**config.mk**
```make
export PLATFORM = sky130hd
export DESIGN_NAME = acsc_top
export DESIGN_NICKNAME = d
export VERILOG_FILES = /design/src/hw/acsc_pkg.sv /design/src/hw/acsc_line_filter.sv /design/src/hw/acsc_top.sv
export SDC_FILE = /design/constraint.sdc
export NUM_CORES = 1
export LEC_CHECK = 0
export BUFFER_PORTS_ARGS = -buffer_cell sky130_fd_sc_hd__buf_2
export CAP_MARGIN = 30
export CORE_MARGIN = 1
export CORE_UTILIZATION = 35
export CTS_CLUSTER_DIAMETER = 40
export DETAILED_ROUTE_END_ITERATION = 10
export PLACE_DENSITY_LB_ADDON = 0.05
export SYNTH_ARGS = -nofsm -noshare
export SYNTH_HDL_FRONTEND = slang
export SYNTH_SLANG_ARGS = --single-unit
```
**constraint.sdc**
```tcl
create_clock -name clock -period 5.5 [get_ports clock]
set_input_delay 0.275 -clock clock [delete_from_list [all_inputs] [get_ports clock]]
set_output_delay 0.275 -clock clock [all_outputs]
set_load 0.02 [all_outputs]
```
**src/hw/acsc_pkg.sv**
```systemverilog
// Purpose: Shared constants and types for the converter channel/setup block
// Assumes: 250 MHz core clock; register port fed by the serial-bus front end
// Notes:   Register offsets are the device's register pointer values
package acsc_pkg;

  // Core clock period and timing figures
  localparam int CLK_PERIOD_PS     = 4000;
  localparam int FILTER_TIME_NS    = 50;
  localparam int FILTER_CYCLES     =
    (FILTER_TIME_NS * 1000 + CLK_PERIOD_PS - 1) / CLK_PERIOD_PS;
  localparam int AUTO_BASE_TIME_US = 100;
  localparam int AUTO_BASE_CYCLES  =
    (AUTO_BASE_TIME_US * 1000000) / CLK_PERIOD_PS;
  localparam int FILT_CNT_W        = 4;
  localparam int AUTO_CNT_W        = 18;

  // Register pointer values
  localparam logic [7:0] ADDR_CHAN = 8'h01;
  localparam logic [7:0] ADDR_CFG  = 8'h02;

  // Reset values and writable-bit masks
  localparam logic [7:0]  CHAN_RESET   = 8'h00;
  localparam logic [7:0]  CHAN_WR_MASK = 8'h0f;
  localparam logic [15:0] CFG_RESET    = 16'h00c0;
  localparam logic [15:0] CFG_WR_MASK  = 16'hcfff;

  // Configuration field positions
  localparam int CFG_DRIVE_BIT  = 15;
  localparam int CFG_SPARE2_BIT = 14;
  localparam int CFG_BYPASS_BIT = 11;
  localparam int CFG_CMD_BIT    = 10;
  localparam int CFG_SRESET_BIT = 9;
  localparam int CFG_AUTO_BIT   = 8;
  localparam int CFG_CYC_HI     = 7;
  localparam int CFG_CYC_LO     = 6;
  localparam int CFG_BUSY_BIT   = 5;
  localparam int CFG_FUNC_BIT   = 4;
  localparam int CFG_POL_BIT    = 3;
  localparam int CFG_SPARE1_BIT = 2;
  localparam int CFG_PD_HI      = 1;
  localparam int CFG_PD_LO      = 0;

  // Conversion modes, Gray coded
  typedef enum logic [1:0] {
    ACSC_MODE_SAMPLE = 2'b00,
    ACSC_MODE_AUTO   = 2'b01,
    ACSC_MODE_CMD    = 2'b11
  } acsc_mode_e;

  // Register access request from the serial-bus front end
  typedef struct packed {
    logic        wr;
    logic        rd;
    logic [7:0]  addr;
    logic [15:0] wdata;
  } acsc_reg_req_s;

endpackage

```
**src/hw/acsc_line_filter.sv**
```systemverilog
// Purpose: Glitch filter for the two serial-bus lines
// Assumes: Line inputs already synchronous to clock
// Notes:   A line level passes only after holding FILTER_CYCLES cycles
`timescale 1ns/1ps
`default_nettype none
module acsc_line_filter
  import acsc_pkg::*;
(
  input  wire logic       clock,    // Core clock
  input  wire logic       rst_b,    // Async reset, active low
  input  wire logic       bypass,   // 1 passes lines unfiltered
  input  wire logic [1:0] line_in,  // Raw lines {scl, sda}
  output logic      [1:0] line_out  // Filtered lines
);

  localparam logic [FILT_CNT_W-1:0] HOLD_MAX =
    FILT_CNT_W'(FILTER_CYCLES - 1);

  genvar gi;
  generate
    for (gi = 0; gi < 2; gi++) begin : g_line
      logic                  level_reg;
      logic                  level_next;
      logic [FILT_CNT_W-1:0] cnt_reg;
      logic [FILT_CNT_W-1:0] cnt_next;

      // Count cycles the raw level differs from the passed level
      always_comb begin
        level_next = level_reg;
        cnt_next   = '0;
        if (bypass) begin
          level_next = line_in[gi]; // RULE9
        end else if (line_in[gi] != level_reg) begin
          if (cnt_reg == HOLD_MAX) begin
            level_next = line_in[gi]; // RULE9
          end else begin
            cnt_next = cnt_reg + 1'b1;
          end
        end
      end

      // Idle bus lines sit high
      always_ff @(posedge clock or negedge rst_b) begin
        if (!rst_b) begin
          level_reg <= 1'b1;
          cnt_reg   <= '0;
        end else begin
          level_reg <= level_next;
          cnt_reg   <= cnt_next;
        end
      end

      assign line_out[gi] = level_reg;
    end
  endgenerate

endmodule
`default_nettype wire

```
**src/hw/acsc_top.sv**
```systemverilog
// Purpose: Input-selection and setup registers of a four-input converter
// Assumes: Register port driven by the serial-bus front end, one-cycle
//          strobes; conversion done and busy come from the converter core
// Notes:   Result and alert registers live outside; soft_reset clears them
//          Setup bit 3 doubles as polarity and general output value
`timescale 1ns/1ps
`default_nettype none
// How it works
// (RULE1) Input selection register is 8 bits, host readable and writable.
// (RULE2) Only inputs whose selection bit is 1 enter the sequence.
// (RULE3) New selection reaches the sequence after one more conversion.
// (RULE4) Selection write restarts sequence at lowest enabled new input.
// (RULE5) Bits 3..0 select inputs, reset 0; bits 7..4 read zero.
// (RULE6) Setup register is 16 bits, readable and writable, sets modes.
// (RULE7) Setup bit 15: status pin open-drain at 0, push-pull at 1.
// (RULE8) Setup bit 14 sets level on spare output two.
// (RULE9) Setup bit 11 at 0 filters bus lines 50 ns; 1 bypasses.
// (RULE10) Bits 10 and 8 choose sample, autocycle or command mode.
// (RULE11) Bit 9 soft-resets logic, result and alert; self-clears next cycle.
// (RULE12) Bit 5 at 1 puts converter busy on the status pin.
// (RULE13) Bits 7..6 pick autocycle interval 100/200/400/800 us, reset 11.
// (RULE14) Bit 4 at 1 makes status pin a general output.
// (RULE15) Reserved bits ignore writes and read back zero.
module acsc_top
  import acsc_pkg::*;
#(
  parameter int AUTO_BASE_CNT = AUTO_BASE_CYCLES // 100 us in clock cycles
)(
  input  wire logic          clock,             // Core clock 250 MHz
  input  wire logic          rst_b,             // Power-on reset, low
  input  wire acsc_reg_req_s reg_req,           // Register access strobes
  output logic [15:0]        reg_rdata,         // Read data, held
  input  wire logic          conv_done,         // Conversion finished pulse
  input  wire logic          conv_busy,         // Conversion in progress
  input  wire logic          alert_active,      // Alert condition level
  input  wire logic          scl_in,            // Raw bus clock line
  input  wire logic          sda_in,            // Raw bus data line
  output logic               scl_filt,          // Filtered bus clock
  output logic               sda_filt,          // Filtered bus data
  output logic [1:0]         conv_channel,      // Input to convert next
  output logic               sequence_valid,    // Some input enabled
  output acsc_mode_e         conv_mode,         // Decoded conversion mode
  output logic               auto_convert,      // Autocycle start pulse
  output logic               soft_reset,        // Soft reset pulse
  output logic               status_output_pin, // Status pin drive level
  output logic               status_pin_oe,     // Status pin enable
  output logic               spare_output_two_level, // Spare output two
  output logic               spare_output_one_level, // Spare output one
  output logic [1:0]         power_down_mode    // Power-down setting
);

  // Register state
  // Read data is a flop so reg_rdata comes straight from a register
  logic [7:0]  chan_reg;
  logic [7:0]  chan_next;
  logic [15:0] cfg_reg;
  logic [15:0] cfg_next;
  logic [15:0] rdata_reg;
  logic [15:0] rdata_next;

  // Sequencer state
  logic [3:0]  active_reg;
  logic [3:0]  active_next;
  logic        pend_reg;
  logic        pend_next;
  logic [1:0]  cur_reg;
  logic [1:0]  cur_next;
  logic        valid_reg;
  logic        valid_next;

  // Autocycle timer and pin state
  logic [AUTO_CNT_W-1:0] acnt_reg;
  logic [AUTO_CNT_W-1:0] acnt_next;
  logic [AUTO_CNT_W-1:0] acnt_limit;
  logic        astart_reg;
  logic        astart_next;
  acsc_mode_e  mode_reg;
  acsc_mode_e  mode_next;
  logic        pin_reg;
  logic        pin_next;
  logic        oe_reg;
  logic        oe_next;
  logic        pin_level;

  // Named selection and setup fields
  logic [3:0]  input_convert_enable;
  logic        bus_glitch_filter_bypass;
  logic        soft_reset_trigger;
  logic        status_pin_function_select;

  assign input_convert_enable       = chan_reg[3:0];
  assign bus_glitch_filter_bypass   = cfg_reg[CFG_BYPASS_BIT];
  // Soft reset is the stored bit itself, so each setup write that sets it gives one cycle
  assign soft_reset_trigger         = cfg_reg[CFG_SRESET_BIT];
  assign status_pin_function_select = cfg_reg[CFG_FUNC_BIT];

  // Lowest enabled input in a mask
  // An empty mask gives input 0; sequence_valid tells the core to idle
  function automatic logic [1:0] lowest_en(input logic [3:0] m);
    logic [1:0] r;
    r = 2'd0;
    for (int i = 3; i >= 0; i--) begin
      if (m[i]) r = 2'(i);
    end
    return r;
  endfunction

  // Next enabled input above cur, wrapping to lowest
  // Used only with the mask in use, never with a pending selection
  function automatic logic [1:0] next_en(input logic [3:0] m,
                                         input logic [1:0] cur);
    logic [1:0] r;
    logic       hit;
    r   = lowest_en(m);
    hit = 1'b0;
    for (int i = 0; i < 4; i++) begin
      if (!hit && m[i] && (2'(i) > cur)) begin
        r   = 2'(i);
        hit = 1'b1;
      end
    end
    return r;
  endfunction

  // Register writes and reads
  // Reads return the value before a write in the same cycle; the soft
  // reset bit drops on its own one cycle after it is written, unless a
  // new write sets it again. Reserved bits never reach the flops.
  always_comb begin
    chan_next  = chan_reg;
    cfg_next   = cfg_reg;
    rdata_next = rdata_reg;
    cfg_next[CFG_SRESET_BIT] = 1'b0; // RULE11
    if (reg_req.wr && reg_req.addr == ADDR_CHAN) begin
      chan_next = reg_req.wdata[7:0] & CHAN_WR_MASK; // RULE1 RULE5 RULE15
    end
    if (reg_req.wr && reg_req.addr == ADDR_CFG) begin
      cfg_next = reg_req.wdata & CFG_WR_MASK; // RULE6 RULE15
    end
    if (reg_req.rd) begin
      case (reg_req.addr)
        ADDR_CHAN: rdata_next = {8'h00, chan_reg & CHAN_WR_MASK}; // RULE1
        ADDR_CFG:  rdata_next = cfg_reg & CFG_WR_MASK;            // RULE6
        default:   rdata_next = 16'h0000;
      endcase
    end
  end

  // Power-on reset only; soft reset leaves these intact
  // Setup bits 7..6 come out of reset as 11, the longest interval
  always_ff @(posedge clock or negedge rst_b) begin
    if (!rst_b) begin
      chan_reg  <= CHAN_RESET;
      cfg_reg   <= CFG_RESET; // RULE13
      rdata_reg <= 16'h0000;
    end else begin
      chan_reg  <= chan_next;
      cfg_reg   <= cfg_next;
      rdata_reg <= rdata_next;
    end
  end

  // Input sequencer
  // A selection write only raises the pending flag; the mask in use
  // changes at the next finished conversion, which keeps the input the
  // core is converting now consistent with the channel it reported
  always_comb begin
    active_next = active_reg;
    pend_next   = pend_reg;
    cur_next    = cur_reg;
    if (reg_req.wr && reg_req.addr == ADDR_CHAN) begin
      pend_next = 1'b1; // RULE3
    end
    if (conv_done) begin
      if (pend_reg) begin
        active_next = input_convert_enable;      // RULE3
        cur_next    = lowest_en(input_convert_enable); // RULE4
        pend_next   = reg_req.wr && reg_req.addr == ADDR_CHAN;
      end else begin
        cur_next = next_en(active_reg, cur_reg); // RULE2
      end
    end
    // Soft reset applies the stored selection at once; a selection
    // written in the same cycle stays pending, so that write is not lost
    if (soft_reset_trigger) begin
      active_next = input_convert_enable; // RULE11
      cur_next    = lowest_en(input_convert_enable);
      pend_next   = reg_req.wr && reg_req.addr == ADDR_CHAN; // RULE3
    end
    valid_next = |active_next; // RULE2
  end

  // Sequencer flops, cleared by power-on reset only
  always_ff @(posedge clock or negedge rst_b) begin
    if (!rst_b) begin
      active_reg <= 4'h0;
      pend_reg   <= 1'b0;
      cur_reg    <= 2'd0;
      valid_reg  <= 1'b0;
    end else begin
      active_reg <= active_next;
      pend_reg   <= pend_next;
      cur_reg    <= cur_next;
      valid_reg  <= valid_next;
    end
  end

  // Mode decode and autocycle interval timer
  // The counter runs 0 .. limit-1 and the start pulse rises in the cycle
  // after the last count, so pulses are exactly limit cycles apart; the
  // counter is held at zero outside autocycle and during soft reset
  always_comb begin
    case ({cfg_reg[CFG_CMD_BIT], cfg_reg[CFG_AUTO_BIT]})
      2'b01:   mode_next = ACSC_MODE_AUTO;   // RULE10
      2'b10:   mode_next = ACSC_MODE_CMD;    // RULE10
      default: mode_next = ACSC_MODE_SAMPLE; // RULE10
    endcase
    acnt_limit = AUTO_CNT_W'(AUTO_BASE_CNT)
                 << cfg_reg[CFG_CYC_HI:CFG_CYC_LO]; // RULE13
    acnt_next   = '0;
    astart_next = 1'b0;
    if (mode_reg == ACSC_MODE_AUTO && !soft_reset_trigger) begin
      if (acnt_reg >= acnt_limit - 1'b1) begin
        astart_next = 1'b1; // RULE13
      end else begin
        acnt_next = acnt_reg + 1'b1;
      end
    end
  end

  // Mode, counter and pulse flops
  always_ff @(posedge clock or negedge rst_b) begin
    if (!rst_b) begin
      mode_reg   <= ACSC_MODE_SAMPLE;
      acnt_reg   <= '0;
      astart_reg <= 1'b0;
    end else begin
      mode_reg   <= mode_next;
      acnt_reg   <= acnt_next;
      astart_reg <= astart_next;
    end
  end

  // Status pin function, polarity and drive type
  // Polarity bit 0 means active low. In open-drain mode the pin value is
  // always 0 and only the enable moves: enable high pulls the line low,
  // enable low lets the external pull-up show a high level
  always_comb begin
    if (status_pin_function_select) begin
      pin_level = cfg_reg[CFG_POL_BIT]; // RULE14
    end else if (cfg_reg[CFG_BUSY_BIT]) begin
      pin_level = conv_busy ~^ cfg_reg[CFG_POL_BIT]; // RULE12
    end else begin
      pin_level = alert_active ~^ cfg_reg[CFG_POL_BIT]; // RULE14
    end
    if (cfg_reg[CFG_DRIVE_BIT]) begin
      pin_next = pin_level; // RULE7
      oe_next  = 1'b1;
    end else begin
      pin_next = 1'b0; // RULE7
      oe_next  = !pin_level;
    end
  end

  // Pin flops; reset leaves the pin released
  always_ff @(posedge clock or negedge rst_b) begin
    if (!rst_b) begin
      pin_reg <= 1'b0;
      oe_reg  <= 1'b0;
    end else begin
      pin_reg <= pin_next;
      oe_reg  <= oe_next;
    end
  end

  // Bus line glitch filter
  // Filtered lines leave reset high, the idle bus level, so the front
  // end sees no false start condition as reset is released
  acsc_line_filter u_filter (
    .clock    (clock),
    .rst_b    (rst_b),
    .bypass   (bus_glitch_filter_bypass),
    .line_in  ({scl_in, sda_in}),
    .line_out ({scl_filt, sda_filt})
  );

  // Outputs straight from flops
  // Field outputs are register bits themselves, so no extra delay
  assign reg_rdata              = rdata_reg;
  assign conv_channel           = cur_reg;
  assign sequence_valid         = valid_reg;
  assign conv_mode              = mode_reg;
  assign auto_convert           = astart_reg;
  assign soft_reset             = soft_reset_trigger; // RULE11
  assign status_output_pin      = pin_reg;
  assign status_pin_oe          = oe_reg;
  assign spare_output_two_level = cfg_reg[CFG_SPARE2_BIT]; // RULE8
  assign spare_output_one_level = cfg_reg[CFG_SPARE1_BIT];
  assign power_down_mode        = cfg_reg[CFG_PD_HI:CFG_PD_LO];

endmodule
`default_nettype wire

```
==> results.txt, run 1 <==
The run finished with clean final reports. Prior to clock tree synthesis, the placed netlist has a worst setup slack of 2120 ps. The arrival time of data at the critical path endpoint came out at 3570 ps. The total of cells resized after clock tree synthesis is 0.

The initial standard-cell utilization of the core is 36.0%. The final worst slack is 2180 ps. The number of placed cells counting well taps came out at roughly 530.

From left edge to right edge, the die measures 105 µm. In this design, the critical path's most frequently occurring cell is sky130_fd_sc_hd__nand4_1. The clock drives 73 sinks. After detailed routing, the met2 layer carries 3190 µm of wire.

The worst hold slack came out at 128 ps. The number of buffers inserted by port buffering is 59. The max-slew violation count is 0. The largest vdd supply drop is roughly 0.00012 V. The cell taking the most area after synthesis is sky130_fd_sc_hd__dfrtp_1. The primary flip-flop cell chosen by synthesis mapping is sky130_fd_sc_hd__dfrtp_1.

The detailed router finished its first iteration with 65 violations. The register with the most flip-flops in the layout has 18 of them. The sum of negative setup slack came out at 0 ps. Setup violations remaining at the end of the flow were counted as 0. The worst setup path is of the flop to flop kind. The floorplan die height came out at around 110 µm. The first-pass GRT wire length came out at 12800 µm.

The total power divided by cell area is ~270 nW/µm². In this run the standard cell core region covers 10300 µm². The mean routed wirelength per cell is about 13 µm. The wire length on met1 is approximately 3500 µm. Setup repair after global routing left no endpoint under its margin. The post-DP HPWL came out at 5240 µm.

The number of different library cells in the post-synthesis netlist is 49. The via count is 2643. Yosys mapped a number of flops with a built-in enable equal to 0. Using the TritonRoute via totals, the vias-per-cell ratio works out to 4.81. The required time reported for the critical path endpoint came out at 5750 ps. The startpoint class of the critical path is a flop. Summed over its instances, the top area cell type makes up a little under half of the synthesized netlist area.

The congestion estimate from routability-driven global placement came to 0.730. The floorplan has 37 rows. The buffer count from post-CTS setup fixing is 0.

The maximum number of pins on one net before global-route repair is 62. Wires add up to 7310 µm. The largest driver fanout on the critical path is 18.

The number of failing hold endpoints at the final stage came out at 0. The number of violations of the max-capacitance limit is 0. The relative area change from synthesis to final layout came out at 16.9%. The die area is 11000 µm². The measured slew at the worst slew-check pin is 894 ps. In this design, the largest share of critical-path delay is due to simple AND/OR/NAND/NOR gates. The synthesized netlist cell count is 348. The mean cell area of the mapped netlist is 10.7 µm². Once detail routing completed, the nets flagged for antenna violations numbered 0.

The routed length on met3 is 453 µm. The path class of the lowest-slack min-delay path is input pin to flop. The sequential fraction of the synthesis area came out at roughly half. The count of H-tree levels built during CTS came out at 3. The number of global-route vias before repair came out at approximately 2600.

The shortest period the worst path allows is ~3300 ps. The count of placed standard cells in the final layout, fillers left out came out at 550. The async set-or-reset flop fraction in the synthesized netlist came out at 100%.

In the finished design, the share of the clock period the worst path needs comes to 60.4%. The count of unresolved DRC violations after routing came out at 0. The upper clock frequency limit came out at between 0.3 and 0.4 GHz. The combined area of all synthesized cells is 3720 µm². The first TritonRoute pass finished after 4 iterations. The number of antenna violations at the first check in global routing was 0. The hold-fix buffer count after cts came out at 1.

The endpoint class of the critical path is a flop. For this run, the number of Yosys warnings is 0. Yosys instantiated no cell more often than sky130_fd_sc_hd__dfrtp_1. The number of synthesized register bits came out at 73.

The global router's overall resource usage came out at between 10 and 15%. The clock tree root buffer cell is sky130_fd_sc_hd__clkbuf_8. Walking the worst path, the cells encountered are inv_1 -> ha_1 -> inv_1 -> nand4_1 -> nor3_1 -> xnor2_1 -> ha_1 -> nand4_1 -> nor2_1 -> a21oi_1 -> nand4_1 -> nor2_1. The clock passes through at most 2 buffers.

After global routing the overflow that remains totals 0. By area the synthesized netlist is led by sky130_fd_sc_hd__dfrtp_1, sky130_fd_sc_hd__ha_1, sky130_fd_sc_hd__xnor2_1. Headroom to the max-slew limit came out at 40.4%.

The I/O pin count is 64. The highest layer used for signal routing is met4. The highest cell delay on the worst timing path came out at 690 ps. The number of buffers inserted during clock tree synthesis came out at 9. By count the netlist is led by sky130_fd_sc_hd__dfrtp_1, sky130_fd_sc_hd__nor2_1, sky130_fd_sc_hd__inv_1. The final-stage net count came out at roughly 470. The clock transition at the registers of the reported paths came out at 80 ps. The antenna cell count is 0.

The CTS tree is done. The critical path contains buffers and inverters numbering 2 combined. For this design the static power due to leakage is 2.06 nW.

The setup clock skew after layout is 8.03 ps. For this design, the slowest cell found on the critical path is sky130_fd_sc_hd__nand4_1. The later pin in the worst-skew pair is clocked with a latency of 350 ps. The share of post-route cells with drive strength above 1 is about a quarter.
-- layout by cell type (no fill, tap or decap), drive strengths merged, types with 3 or more instances in the layout --
cell,instances
buf,60
o21ai,13
nor3,9
a21oi,13
nand2,10
clkbuf,11
dfrtp,69
and2,4
mux2,23
nor2b,4
xor2,5
ha,27
nor2,40
inv,29
conb,3
nand3,26
dfstp,4
a22oi,4
nand4,9
xnor2,19
-- per-stage QoR --
stage	instance area (µm²)	utilization (%)	power (W)
floorplan	3720	-	0.000717
global placement	4120	39.9	0.000772
detailed placement	4140	40.1	0.000776
CTS	4350	42.1	0.00120
global route	4350	42.1	0.00125
finish	4350	42.1	0.00118
-- area by class of cell --
type                       instances  area, µm²
clock buffer                      11        141
clock inverter                     5       55.1
fill                            1015       5970
inverter                          29        109
multi-input combinational        235       1710
sequential                        73       1830
tap                              136        170
timing repair buffer              61        335
-- worst min-delay path, delay by kind of cell --
kind / cells / cell delay [ps]
buffers and inverters: 2 / 140
AND/OR/NAND/NOR: 1 / 30
-- worst paths after layout --
| check | startpoint | endpoint | slack [ps] | depth (start not counted) |
|---|---|---|---|---|
| worst min register to register | u_filter.g_line[0].cnt_reg[0] | u_filter.g_line[0].cnt_reg[0] | 480 | 1 |
| min in group asynchronous | rst_b | acnt_reg[0] | 330 | 2 |
| max in group asynchronous | rst_b | cfg_reg[6] | 4550 | 3 |
| worst min-delay path | reg_req[9] | cfg_reg[9] | 130 | 3 |
| worst max register to register | cfg_reg[7] | acnt_reg[16] | 2180 | 12 |
| worst max-delay path | cfg_reg[7] | acnt_reg[16] | 2180 | 12 |
-- power by group --
| part | internal (W) | switching [W] | total [W] |
|---|---|---|---|
| clock | 0.000220 | 0.000194 | 0.000414 |
| combinational | 0.0000679 | 0.0000873 | 0.000155 |
| sequential | 0.000576 | 0.0000320 | 0.000608 |
-- kinds of logic after synthesis --
| family | share of synthesized area, % |
|---|---|
| fa+ha+maj | 9.08 |
| xor+xnor | 5.65 |
| flops | 49.2 |
| buf+inv | 4.98 |
| compound gates | 6.99 |
| simple gates | 15.7 |
| other cells | 0.202 |
| mux | 8.14 |
-- routing by layer --
metal / GRT usage [%] / vias up
li1: - / 1309
met3: 5.30 / 10
met1: 19.8 / 1263
met2: 21.8 / 61
met4: 5.43 / 0
met5: 0 / -
Power figures use the tool's default switching activity.
==> run 2: changes to the inputs <==
--- a/config.mk
+++ b/config.mk
@@ -5,6 +5,7 @@
 export SDC_FILE = /design/constraint.sdc
 export NUM_CORES = 1
 export LEC_CHECK = 0
+export ABC_AREA = 1
 export BUFFER_PORTS_ARGS = -buffer_cell sky130_fd_sc_hd__buf_2
 export CAP_MARGIN = 30
 export CORE_MARGIN = 1
==> constraint.sdc (replaced) <==
create_clock -name clock -period 2.8 [get_ports clock]
set_input_delay 0.14 -clock clock [delete_from_list [all_inputs] [get_ports clock]]
set_output_delay 0.14 -clock clock [all_outputs]
set_load 0.02 [all_outputs]
==> run 2 against run 1 <==
Against the previous run:
- global-route usage increased by 2.4 points
- via count increased by 24%
- wire length increased by 25%
- first-iteration DRC count increased by 100%
- setup slack got worse by 2000 ps
- clock power increased to 2.9 times the previous value
- die area increased by 9.4%
- hold slack got worse by 110 ps
- sequential share of layout area decreased by 4.8 points
- total power increased by 110%
- largest power group is now clock
- sequential power increased by 81%
==> results.txt, run 2 <==
The count of unresolved DRC violations after routing is 0 (unchanged). The total met2 wirelength after detailed routing is 4220 µm (was 3190 µm). The global router's overall resource usage is 17.2% (was 14.8%).

The placer's final routability congestion estimate came out at 0.764 (was 0.730). The startpoint-to-endpoint class of the critical path was flop to flop (unchanged). The upper clock frequency limit came out at 0.384 GHz (was 0.301 GHz). The part of the power in combinational logic is 7.6% (was 13.2%). Cells taking the most area after synthesis: sky130_fd_sc_hd__dfrtp_1, sky130_fd_sc_hd__nand2_1, sky130_fd_sc_hd__ha_1 (was sky130_fd_sc_hd__dfrtp_1, sky130_fd_sc_hd__ha_1, sky130_fd_sc_hd__xnor2_1).

The endpoint class of the critical path is a flop (unchanged). The worst hold slack is 20.1 ps (was 128 ps). Setup repair after global routing missed its margin: no (unchanged). The sequential fraction of the synthesis area came out at 44.9% (was 49.2%).

The library cell contributing the largest single delay on the critical path is sky130_fd_sc_hd__dfstp_2 (was sky130_fd_sc_hd__nand4_1). The standard-cell row count came out at 39 (was 37). The share of post-route cells with drive strength above 1 came out at 21.6% (was 25.8%). The number of buffers inserted by port buffering is 59 (unchanged). The mean routed wirelength per cell is 12.9 µm (was 13.3 µm). The largest driver fanout on the critical path is 5 (was 18). The count of H-tree levels built during CTS came out at 3 (unchanged). The area share of the largest cell type after synthesis is 42.4% (was 46.4%).

The wire length on met1 was 4410 µm (was 3550 µm). The antenna cell count is 0 (unchanged). The count of endpoints failing setup in the final report came out at 0 (unchanged). The arrival time of data at the critical path endpoint is 2840 ps (was 3570 ps). The standby leakage power is 2.57 nW (was 2.06 nW). The internal power summed over all cells is 0.00187 W (was 0.000864 W). The power share of the sequential group is 44.3% (was 51.6%). The floorplan die height is 110 µm (was 105 µm). The primary flip-flop cell chosen by synthesis mapping is sky130_fd_sc_hd__dfrtp_1 (unchanged). The share of total power in the clock network came out at 48.1% (was 35.2%). The combined area of all synthesized cells came to 4080 µm² (was 3720 µm²). The routed length on met3 came out at 337 µm (was 453 µm). The number of violations of the max-capacitance limit came out at 0 (unchanged). The area of the core was 11400 µm² (was 10300 µm²). The summed area of non-filler cells in the final layout is 4900 µm² (was 4350 µm²). The relative area change from synthesis to final layout came out at 20.3% (was 16.9%).

The number of different library cells in the post-synthesis netlist came out at 35 (was 49). The path class of the lowest-slack min-delay path is input pin to flop (unchanged). The sum of negative setup slack came to 0 ps (unchanged). The required time reported for the critical path endpoint is 3030 ps (was 5750 ps). The die area came to 12100 µm² (was 11000 µm²). The I/O pin count is 64 (unchanged). The CTS tree was done (unchanged). The first-pass iteration count of the detailed router is 5 (was 4). The floorplan die width came out at 110 µm (was 105 µm). The count of antenna-violating nets left after detailed routing came out at 0 (unchanged). The starting DRC count in detailed routing came to 130 (was 65). The most common library cell in the layout ignoring fill and taps is sky130_fd_sc_hd__nand2_1 (was sky130_fd_sc_hd__dfrtp_1). The maximum number of pins on one net before global-route repair is 59 (was 62). Most used cells in the layout excluding fill and tap cells: sky130_fd_sc_hd__nand2_1, sky130_fd_sc_hd__dfrtp_1, sky130_fd_sc_hd__nor2_1, sky130_fd_sc_hd__inv_1, sky130_fd_sc_hd__buf_2 (was sky130_fd_sc_hd__dfrtp_1, sky130_fd_sc_hd__buf_2, sky130_fd_sc_hd__nor2_1, sky130_fd_sc_hd__inv_1, sky130_fd_sc_hd__ha_1).

Crit-path cells: inv_2 -> ha_2 -> or2_4 -> nor2_2 -> nand4_1 -> xor2_1 -> inv_1 -> ha_1 -> nand2_1 -> nor2_2 -> and2_4 -> nand3b_1 -> nand3_4 -> buf_4 -> nor2_1 (was inv_1 -> ha_1 -> inv_1 -> nand4_1 -> nor3_1 -> xnor2_1 -> ha_1 -> nand4_1 -> nor2_1 -> a21oi_1 -> nand4_1 -> nor2_1). The kind of cell with the highest combined delay on the critical path is simple AND/OR/NAND/NOR gates (unchanged). The final-stage net count came out at 624 (was 469). The net switching share of the total power was 24.6% (was 26.6%). The footprint of the multi-input gates is 1940 µm² (was 1710 µm²).

The post-DP HPWL came out at 6650 µm (was 5240 µm). The buffer and inverter count on the worst path came out at 3 (was 2). The most common cell type on the critical path is sky130_fd_sc_hd__nor2_2 (was sky130_fd_sc_hd__nand4_1). The total net switching power is 0.000611 W (was 0.000313 W). The setup clock skew after layout is 5.15 ps (was 8.03 ps). The clock transition at the registers of the reported paths is 60 ps (was 80 ps). The share of the clock period used by the worst path came out at 93.0% (was 60.4%). The number of warnings reported in the yosys synthesis log came out at 0 (unchanged). The number of antenna violations at the first check in global routing is 0 (unchanged). The largest vdd supply drop came out at 0.000277 V (was 0.000123 V). The measured slew at the worst slew-check pin was 801 ps (was 894 ps). The highest layer used for signal routing is met4 (unchanged). The max-slew violation count came out at 0 (unchanged). Commonest cells in the synthesized netlist: sky130_fd_sc_hd__nand2_1, sky130_fd_sc_hd__dfrtp_1, sky130_fd_sc_hd__nor2_1 (was sky130_fd_sc_hd__dfrtp_1, sky130_fd_sc_hd__nor2_1, sky130_fd_sc_hd__inv_1). The shortest period the worst path allows was 2600 ps (was 3320 ps).

The number of synthesized register bits is 73 (unchanged). The cell taking the most area after synthesis is sky130_fd_sc_hd__dfrtp_1 (unchanged). The startpoint class of the critical path is a flop (unchanged).

The number of synthesized flops with an enable pin is 0 (unchanged). The initial standard-cell utilization of the core was 35.9% (was 36.0%). The placement-stage cell area is 4520 µm² (was 4140 µm²). The number of fillers in the final layout was 1171 (was 1015). The sum of overflow across all layers after global routing is 0 (unchanged). The async set-or-reset flop fraction in the synthesized netlist is 100% (unchanged).

The synthesized netlist cell count is 495 (was 348). The number of global-route vias before repair came to 3280 (was 2606). The total clock sinks came to 73 (unchanged). The mean cell area of the mapped netlist is 8.24 µm² (was 10.7 µm²). The post-layout utilization of the core came out at 43.1% (was 42.1%). The number of failing hold endpoints at the final stage came out at 0 (unchanged).

The total power divided by cell area is 506 nW/µm² (was 271 nW/µm²). The via count normalized by instance count came out at 4.59 (was 4.81). The clock latency on the worst-skew pair came out at 340 ps (was 350 ps). The cell with the most instances after synthesis is sky130_fd_sc_hd__nand2_1 (was sky130_fd_sc_hd__dfrtp_1). The worst max-slew margin expressed relative to the limit came out at 46.6% (was 40.4%).

The number of buffers inserted during clock tree synthesis is 9 (unchanged). The highest cell delay on the worst timing path came out at 560 ps (was 690 ps). The first-pass GRT wire length came out at 15800 µm (was 12800 µm).

The via count is 3270 (was 2643). The buffer levels on the longest clock path is 2 (unchanged). The clock tree root buffer cell is sky130_fd_sc_hd__clkbuf_16 (was sky130_fd_sc_hd__clkbuf_8). The total routed wirelength was 9150 µm (was 7310 µm). The area taken by flip-flops and latches is 1830 µm² (unchanged). Status: complete, no violations (unchanged). The flip-flop count of the largest register after layout is 18 (unchanged).
==> run 2: cell count changes after synthesis, moves of 14 or more <==
cell	change
sky130_fd_sc_hd__nand2_1	+115
sky130_fd_sc_hd__inv_1	+34
sky130_fd_sc_hd__nor2_1	+27
sky130_fd_sc_hd__xnor2_1	-16
sky130_fd_sc_hd__mux2_2	-14
==> run 2: path summary, 6_finish.rpt <==
path                             start       endpoint  slack [ps]  cells after the start
max                         cfg_reg[6]    acnt_reg[7]         200                     15
min                         reg_req[9]     cfg_reg[9]          20                      3
max reg2reg                 cfg_reg[6]    acnt_reg[7]         200                     15
min reg2reg                cfg_reg[15]  status_pin_oe         460                      1
max in group asynchronous        rst_b     cfg_reg[6]        1990                      3
min in group asynchronous        rst_b   acnt_reg[13]         210                      2
==> run 2: area by class of cell <==
| class | count | share of cell area [%] |
|---|---|---|
| Clock buffer | 11 | 4.95 |
| Tap cell | 143 | 3.65 |
| Timing Repair Buffer | 70 | 8.37 |
| Multi-Input combinational cell | 347 | 39.6 |
| Clock inverter | 5 | 1.30 |
| Inverter | 63 | 4.82 |
| Sequential cell | 73 | 37.3 |
==> run 2: power groups by stage <==
stage | combinational, W | clock (W) | sequential [W]
global placement | 0.000181 | 0 | 0.00112
finish | 0.000188 | 0.00119 | 0.00110
global route | 0.000218 | 0.00128 | 0.00110
CTS | 0.000189 | 0.00123 | 0.00110
detailed placement | 0.000187 | 0 | 0.00112
floorplan | 0.0000974 | 0 | 0.00113
==> run 2: per-stage QoR <==
stage	total power [W]	std cells	worst slack (ps)
after global routing	0.00260	712	19.2
final	0.00248	712	197
after CTS	0.00252	707	105
after global placement	0.00130	689	157
after floorplan	0.00122	496	223
after detailed placement	0.00131	690	125
==> run 2: routing by layer <==
| metal | up-vias | global-route usage [%] |
|---|---|---|
| li1 | 1713 | - |
| met1 | 1484 | 22.9 |
| met2 | 63 | 27.1 |
| met3 | 10 | 3.02 |
| met4 | 0 | 8.00 |
| met5 | - | 0 |
==> run 2: cell families after synthesis <==
logic type,share of synthesized area [%]
compound gates,9.12
xor+xnor,2.15
fa+ha+maj,8.29
buf+inv,8.10
flops,44.9
other cells,0.184
simple gates,27.2
==> run 2: worst register-to-register path, delay by kind of cell, from the launching register on <==
kind,cells,cell delay [ps]
and+or+nand+nor,9,1050
xor gates and xnor gates,1,160
buffers and inverters,3,290
adders and majority gates,2,450
DFF,1,560
==> run 2: timing repair <==
| item | 4_1_cts | 5_1_grt |
|---|---|---|
| gates resized for setup | 0 | 13 |
| setup endpoints to repair | 0 | 19 |
| hold buffers | 1 | 0 |
| hold endpoints to repair | 16 | 0 |
| buffers inserted | 0 | 3 |
==> run 3: changes to the inputs <==
--- a/config.mk
+++ b/config.mk
@@ -5,9 +5,10 @@
 export SDC_FILE = /design/constraint.sdc
 export NUM_CORES = 1
 export LEC_CHECK = 0
-export ABC_AREA = 1
+export ABC_AREA = 0
 export BUFFER_PORTS_ARGS = -buffer_cell sky130_fd_sc_hd__buf_2
 export CAP_MARGIN = 30
+export CORE_ASPECT_RATIO = 1.5
 export CORE_MARGIN = 1
 export CORE_UTILIZATION = 35
 export CTS_CLUSTER_DIAMETER = 40
==> constraint.sdc (replaced) <==
create_clock -name clock -period 2.9 [get_ports clock]
set_input_delay 0.145 -clock clock [delete_from_list [all_inputs] [get_ports clock]]
set_output_delay 0.145 -clock clock [all_outputs]
set_load 0.02 [all_outputs]
==> run 3 against run 2 <==
Against the previous run:
- die area is 8.5% lower
- first-iteration DRC count is 2.3% lower
- critical path type unchanged
- largest power group is now registers
- via count is 18% lower
- global-route usage is 0.54 points lower
- fmax hardly changed
- sequential power is 5% higher
- hold slack better by 1.5 ps
==> results.txt, run 3 (synthesized netlist as in run 1, its figures left out) <==
Status: complete, no violations (unchanged). The post-DP HPWL is 5950 µm (was 6650 µm). The standard-cell row count was 45 (was 39). The final-stage net count came out at 473 (was 624). The total routed wirelength was 8160 µm (was 9150 µm). The post-layout utilization of the core is 44.0% (was 43.1%). Setup repair after global routing missed its margin: no (unchanged).

The largest vdd supply drop was 0.000265 V (was 0.000277 V). The buffer and inverter count on the worst path is 3 (unchanged). The floorplan die width came to 86.2 µm (was 110 µm). The worst max-slew margin expressed relative to the limit is 66.0% (was 46.6%). The library cell contributing the largest single delay on the critical path is sky130_fd_sc_hd__dfstp_2 (unchanged).

The placer's final routability congestion estimate came out at 0.719 (was 0.764). The max-slew violation count is 0 (unchanged). The kind of cell with the highest combined delay on the critical path is simple AND/OR/NAND/NOR gates (unchanged). The number of buffers inserted during clock tree synthesis is 9 (unchanged). The total clock sinks is 73 (unchanged). The worst slack at placement is 208 ps (was 125 ps). The initial standard-cell utilization of the core came to 36.3% (was 35.9%).

The relative area change from synthesis to final layout is 21.1% (was 20.3%). The endpoint class of the critical path is a flop (unchanged). The flip-flop count of the largest register after layout came out at 18 (unchanged). The shortest period the worst path allows came to 2600 ps (about the same). The share of the clock period used by the worst path is 89.7% (was 93.0%). The sum of overflow across all layers after global routing came out at 0 (unchanged). The required time reported for the critical path endpoint came out at 3120 ps (was 3030 ps). The area of the core came out at 10200 µm² (was 11400 µm²). The number of failing hold endpoints at the final stage was 0 (unchanged). The first-pass iteration count of the detailed router is 4 (was 5). The number of fillers in the final layout was 1034 (was 1171). The antenna cell count came to 0 (unchanged). The clock transition at the registers of the reported paths came out at 60 ps (about the same).

The via count is 2668 (was 3270). The arrival time of data at the critical path endpoint is 2830 ps (was 2840 ps). The buffer levels on the longest clock path came out at 2 (unchanged). The startpoint-to-endpoint class of the critical path is flop to flop (unchanged). The measured slew at the worst slew-check pin came out at 510 ps (was 801 ps).

The I/O pin count came to 64 (unchanged). The final worst slack came out at 297 ps (was 197 ps). The count of H-tree levels built during CTS came to 3 (unchanged). The number of antenna violations at the first check in global routing was 0 (unchanged).

The setup clock skew after layout is 2.36 ps (was 5.15 ps). The number of global-route vias before repair came out at 2762 (was 3280). The maximum number of pins on one net before global-route repair is 45 (was 59).

The total met2 wirelength after detailed routing came out at 4200 µm (was 4220 µm). The largest driver fanout on the critical path was 8 (was 5). The CTS tree is done (unchanged). The count of endpoints failing setup in the final report came out at 0 (unchanged). The wire length on met1 is 3550 µm (was 4410 µm). The mean routed wirelength per cell came out at 14.6 µm (was 12.9 µm). The via count normalized by instance count is 4.77 (was 4.59). The clock latency on the worst-skew pair came out at 330 ps (was 340 ps). The count of antenna-violating nets left after detailed routing is 0 (unchanged). The upper clock frequency limit came to 0.384 GHz (about the same). The share of post-route cells with drive strength above 1 came out at 27.3% (was 21.6%). The buffer count from post-CTS setup fixing came out at 0 (unchanged). Crit-path cells: inv_2 -> ha_1 -> inv_1 -> nand4_1 -> nor3_1 -> xnor2_1 -> ha_1 -> nand4_1 -> nor2_2 -> o211ai_1 -> nand4_1 -> buf_4 -> nor2_1 (was inv_2 -> ha_2 -> or2_4 -> nor2_2 -> nand4_1 -> xor2_1 -> inv_1 -> ha_1 -> nand2_1 -> nor2_2 -> and2_4 -> nand3b_1 -> nand3_4 -> buf_4 -> nor2_1).

The sum of negative setup slack is 0 ps (unchanged). The first-pass GRT wire length was 13800 µm (was 15800 µm). The highest cell delay on the worst timing path is 580 ps (was 560 ps).

Most used cells in the layout excluding fill and tap cells: sky130_fd_sc_hd__dfrtp_1, sky130_fd_sc_hd__buf_2, sky130_fd_sc_hd__nor2_1, sky130_fd_sc_hd__inv_1, sky130_fd_sc_hd__ha_1 (was sky130_fd_sc_hd__nand2_1, sky130_fd_sc_hd__dfrtp_1, sky130_fd_sc_hd__nor2_1, sky130_fd_sc_hd__inv_1, sky130_fd_sc_hd__buf_2). The path class of the lowest-slack min-delay path was input pin to flop (unchanged). The standby leakage power came out at 2.14 nW (was 2.57 nW). The most common library cell in the layout ignoring fill and taps was sky130_fd_sc_hd__dfrtp_1 (was sky130_fd_sc_hd__nand2_1). The starting DRC count in detailed routing came out at 127 (was 130). The highest layer used for signal routing is met4 (unchanged). The number of buffers inserted by port buffering is 59 (unchanged). The global router's overall resource usage was 16.6% (was 17.2%). The routed length on met3 is 280 µm (was 337 µm).

The total power divided by cell area came out at 579 nW/µm² (was 506 nW/µm²). The most common cell type on the critical path is sky130_fd_sc_hd__nand4_1 (was sky130_fd_sc_hd__nor2_2). The clock tree root buffer cell is sky130_fd_sc_hd__clkbuf_16 (unchanged).

The floorplan die height is 128 µm (was 110 µm). The count of unresolved DRC violations after routing came out at 0 (unchanged). The number of violations of the max-capacitance limit came out at 0 (unchanged).

The startpoint class of the critical path is a flop (unchanged). The die area came out at 11100 µm² (was 12100 µm²).
==> run 3: cell count changes in the layout (fill, tap and decap cells not counted), moves of 6 or more <==
cell                      before  now
sky130_fd_sc_hd__nand2_1     125   10
sky130_fd_sc_hd__nand3_1      34   25
sky130_fd_sc_hd__mux2_2        0   14
sky130_fd_sc_hd__mux2_4        0    9
sky130_fd_sc_hd__inv_1        61   28
sky130_fd_sc_hd__nor3_1        0    8
sky130_fd_sc_hd__nor2_1       65   39
sky130_fd_sc_hd__a21oi_2       7    1
sky130_fd_sc_hd__xnor2_1       3   19
sky130_fd_sc_hd__o21ai_2       6    0
sky130_fd_sc_hd__o31ai_1       7    0
==> run 3: power by group <==
| part | internal [W] | total [W] | switching (W) |
|---|---|---|---|
| clock network | 0.000713 | 0.00115 | 0.000439 |
| registers | 0.00109 | 0.00115 | 0.0000581 |
| logic | 0.000134 | 0.000307 | 0.000173 |
| total | 0.00194 | 0.00261 | 0.000670 |
==> run 3: layer usage <==
layer / up-vias / GRT usage [%]
met2: 41 / 28.8
met4: 0 / 6.47
li1: 1320 / -
met5: - / 0
met1: 1297 / 19.7
met3: 10 / 3.99
==> run 3: final cells by class <==
| type | instances | area (µm²) | area share [%] |
|---|---|---|---|
| Sequential cell | 73 | 1830 | 40.6 |
| Multi-Input combinational cell | 235 | 1710 | 38.0 |
| Timing Repair Buffer | 65 | 369 | 8.19 |
| Clock buffer | 12 | 256 | 5.69 |
| Tap cell | 141 | 176 | 3.91 |
| Inverter | 29 | 109 | 2.41 |
| Clock inverter | 4 | 51.3 | 1.14 |
==> run 3: worst register-to-register path: stages (launching register included) <==
cell and delay, ps:
sky130_fd_sc_hd__dfstp_2 580, sky130_fd_sc_hd__inv_2 80, sky130_fd_sc_hd__ha_1 310, sky130_fd_sc_hd__inv_1 110, sky130_fd_sc_hd__nand4_1 100, sky130_fd_sc_hd__nor3_1 180, sky130_fd_sc_hd__xnor2_1 100, sky130_fd_sc_hd__ha_1 270
sky130_fd_sc_hd__nand4_1 100, sky130_fd_sc_hd__nor2_2 140, sky130_fd_sc_hd__o211ai_1 140, sky130_fd_sc_hd__nand4_1 140, sky130_fd_sc_hd__buf_4 180, sky130_fd_sc_hd__nor2_1 60
==> run 3: path summary, 6_finish.rpt <==
check / slack, ps / to / from / cells past startpoint
min in group asynchronous: 290 / auto_convert / rst_b / 2
worst max register to register: 300 / acnt_reg[6] / cfg_reg[6] / 13
max in group asynchronous: 2000 / cfg_reg[7] / rst_b / 3
worst max-delay path: 300 / acnt_reg[6] / cfg_reg[6] / 13
worst min register to register: 480 / u_filter.g_line[0].cnt_reg[0] / u_filter.g_line[0].cnt_reg[0] / 1
worst min-delay path: 20 / cfg_reg[9] / reg_req[9] / 3
==> run 3: per-stage QoR <==
| step | instance area [µm²] | hold WS [ps] | std cells | total power [W] |
|---|---|---|---|---|
| 2_1_floorplan | 3720 | -151 | 349 | 0.00136 |
| 3_5_place_dp | 4180 | 122 | 542 | 0.00148 |
| 5_1_grt | 4510 | 28.0 | 559 | 0.00275 |
| 4_1_cts | 4500 | 11.7 | 559 | 0.00266 |
| 3_3_place_gp | 4150 | 367 | 541 | 0.00147 |
| 6_report | 4510 | 21.6 | 559 | 0.00261 |
==> run 3: what timing repair did <==
action | CTS | global route
hold endpoints to repair | 26 | 0
resized for setup | 0 | 4
hold buffers | 1 | 0
setup endpoints to repair | 0 | 18
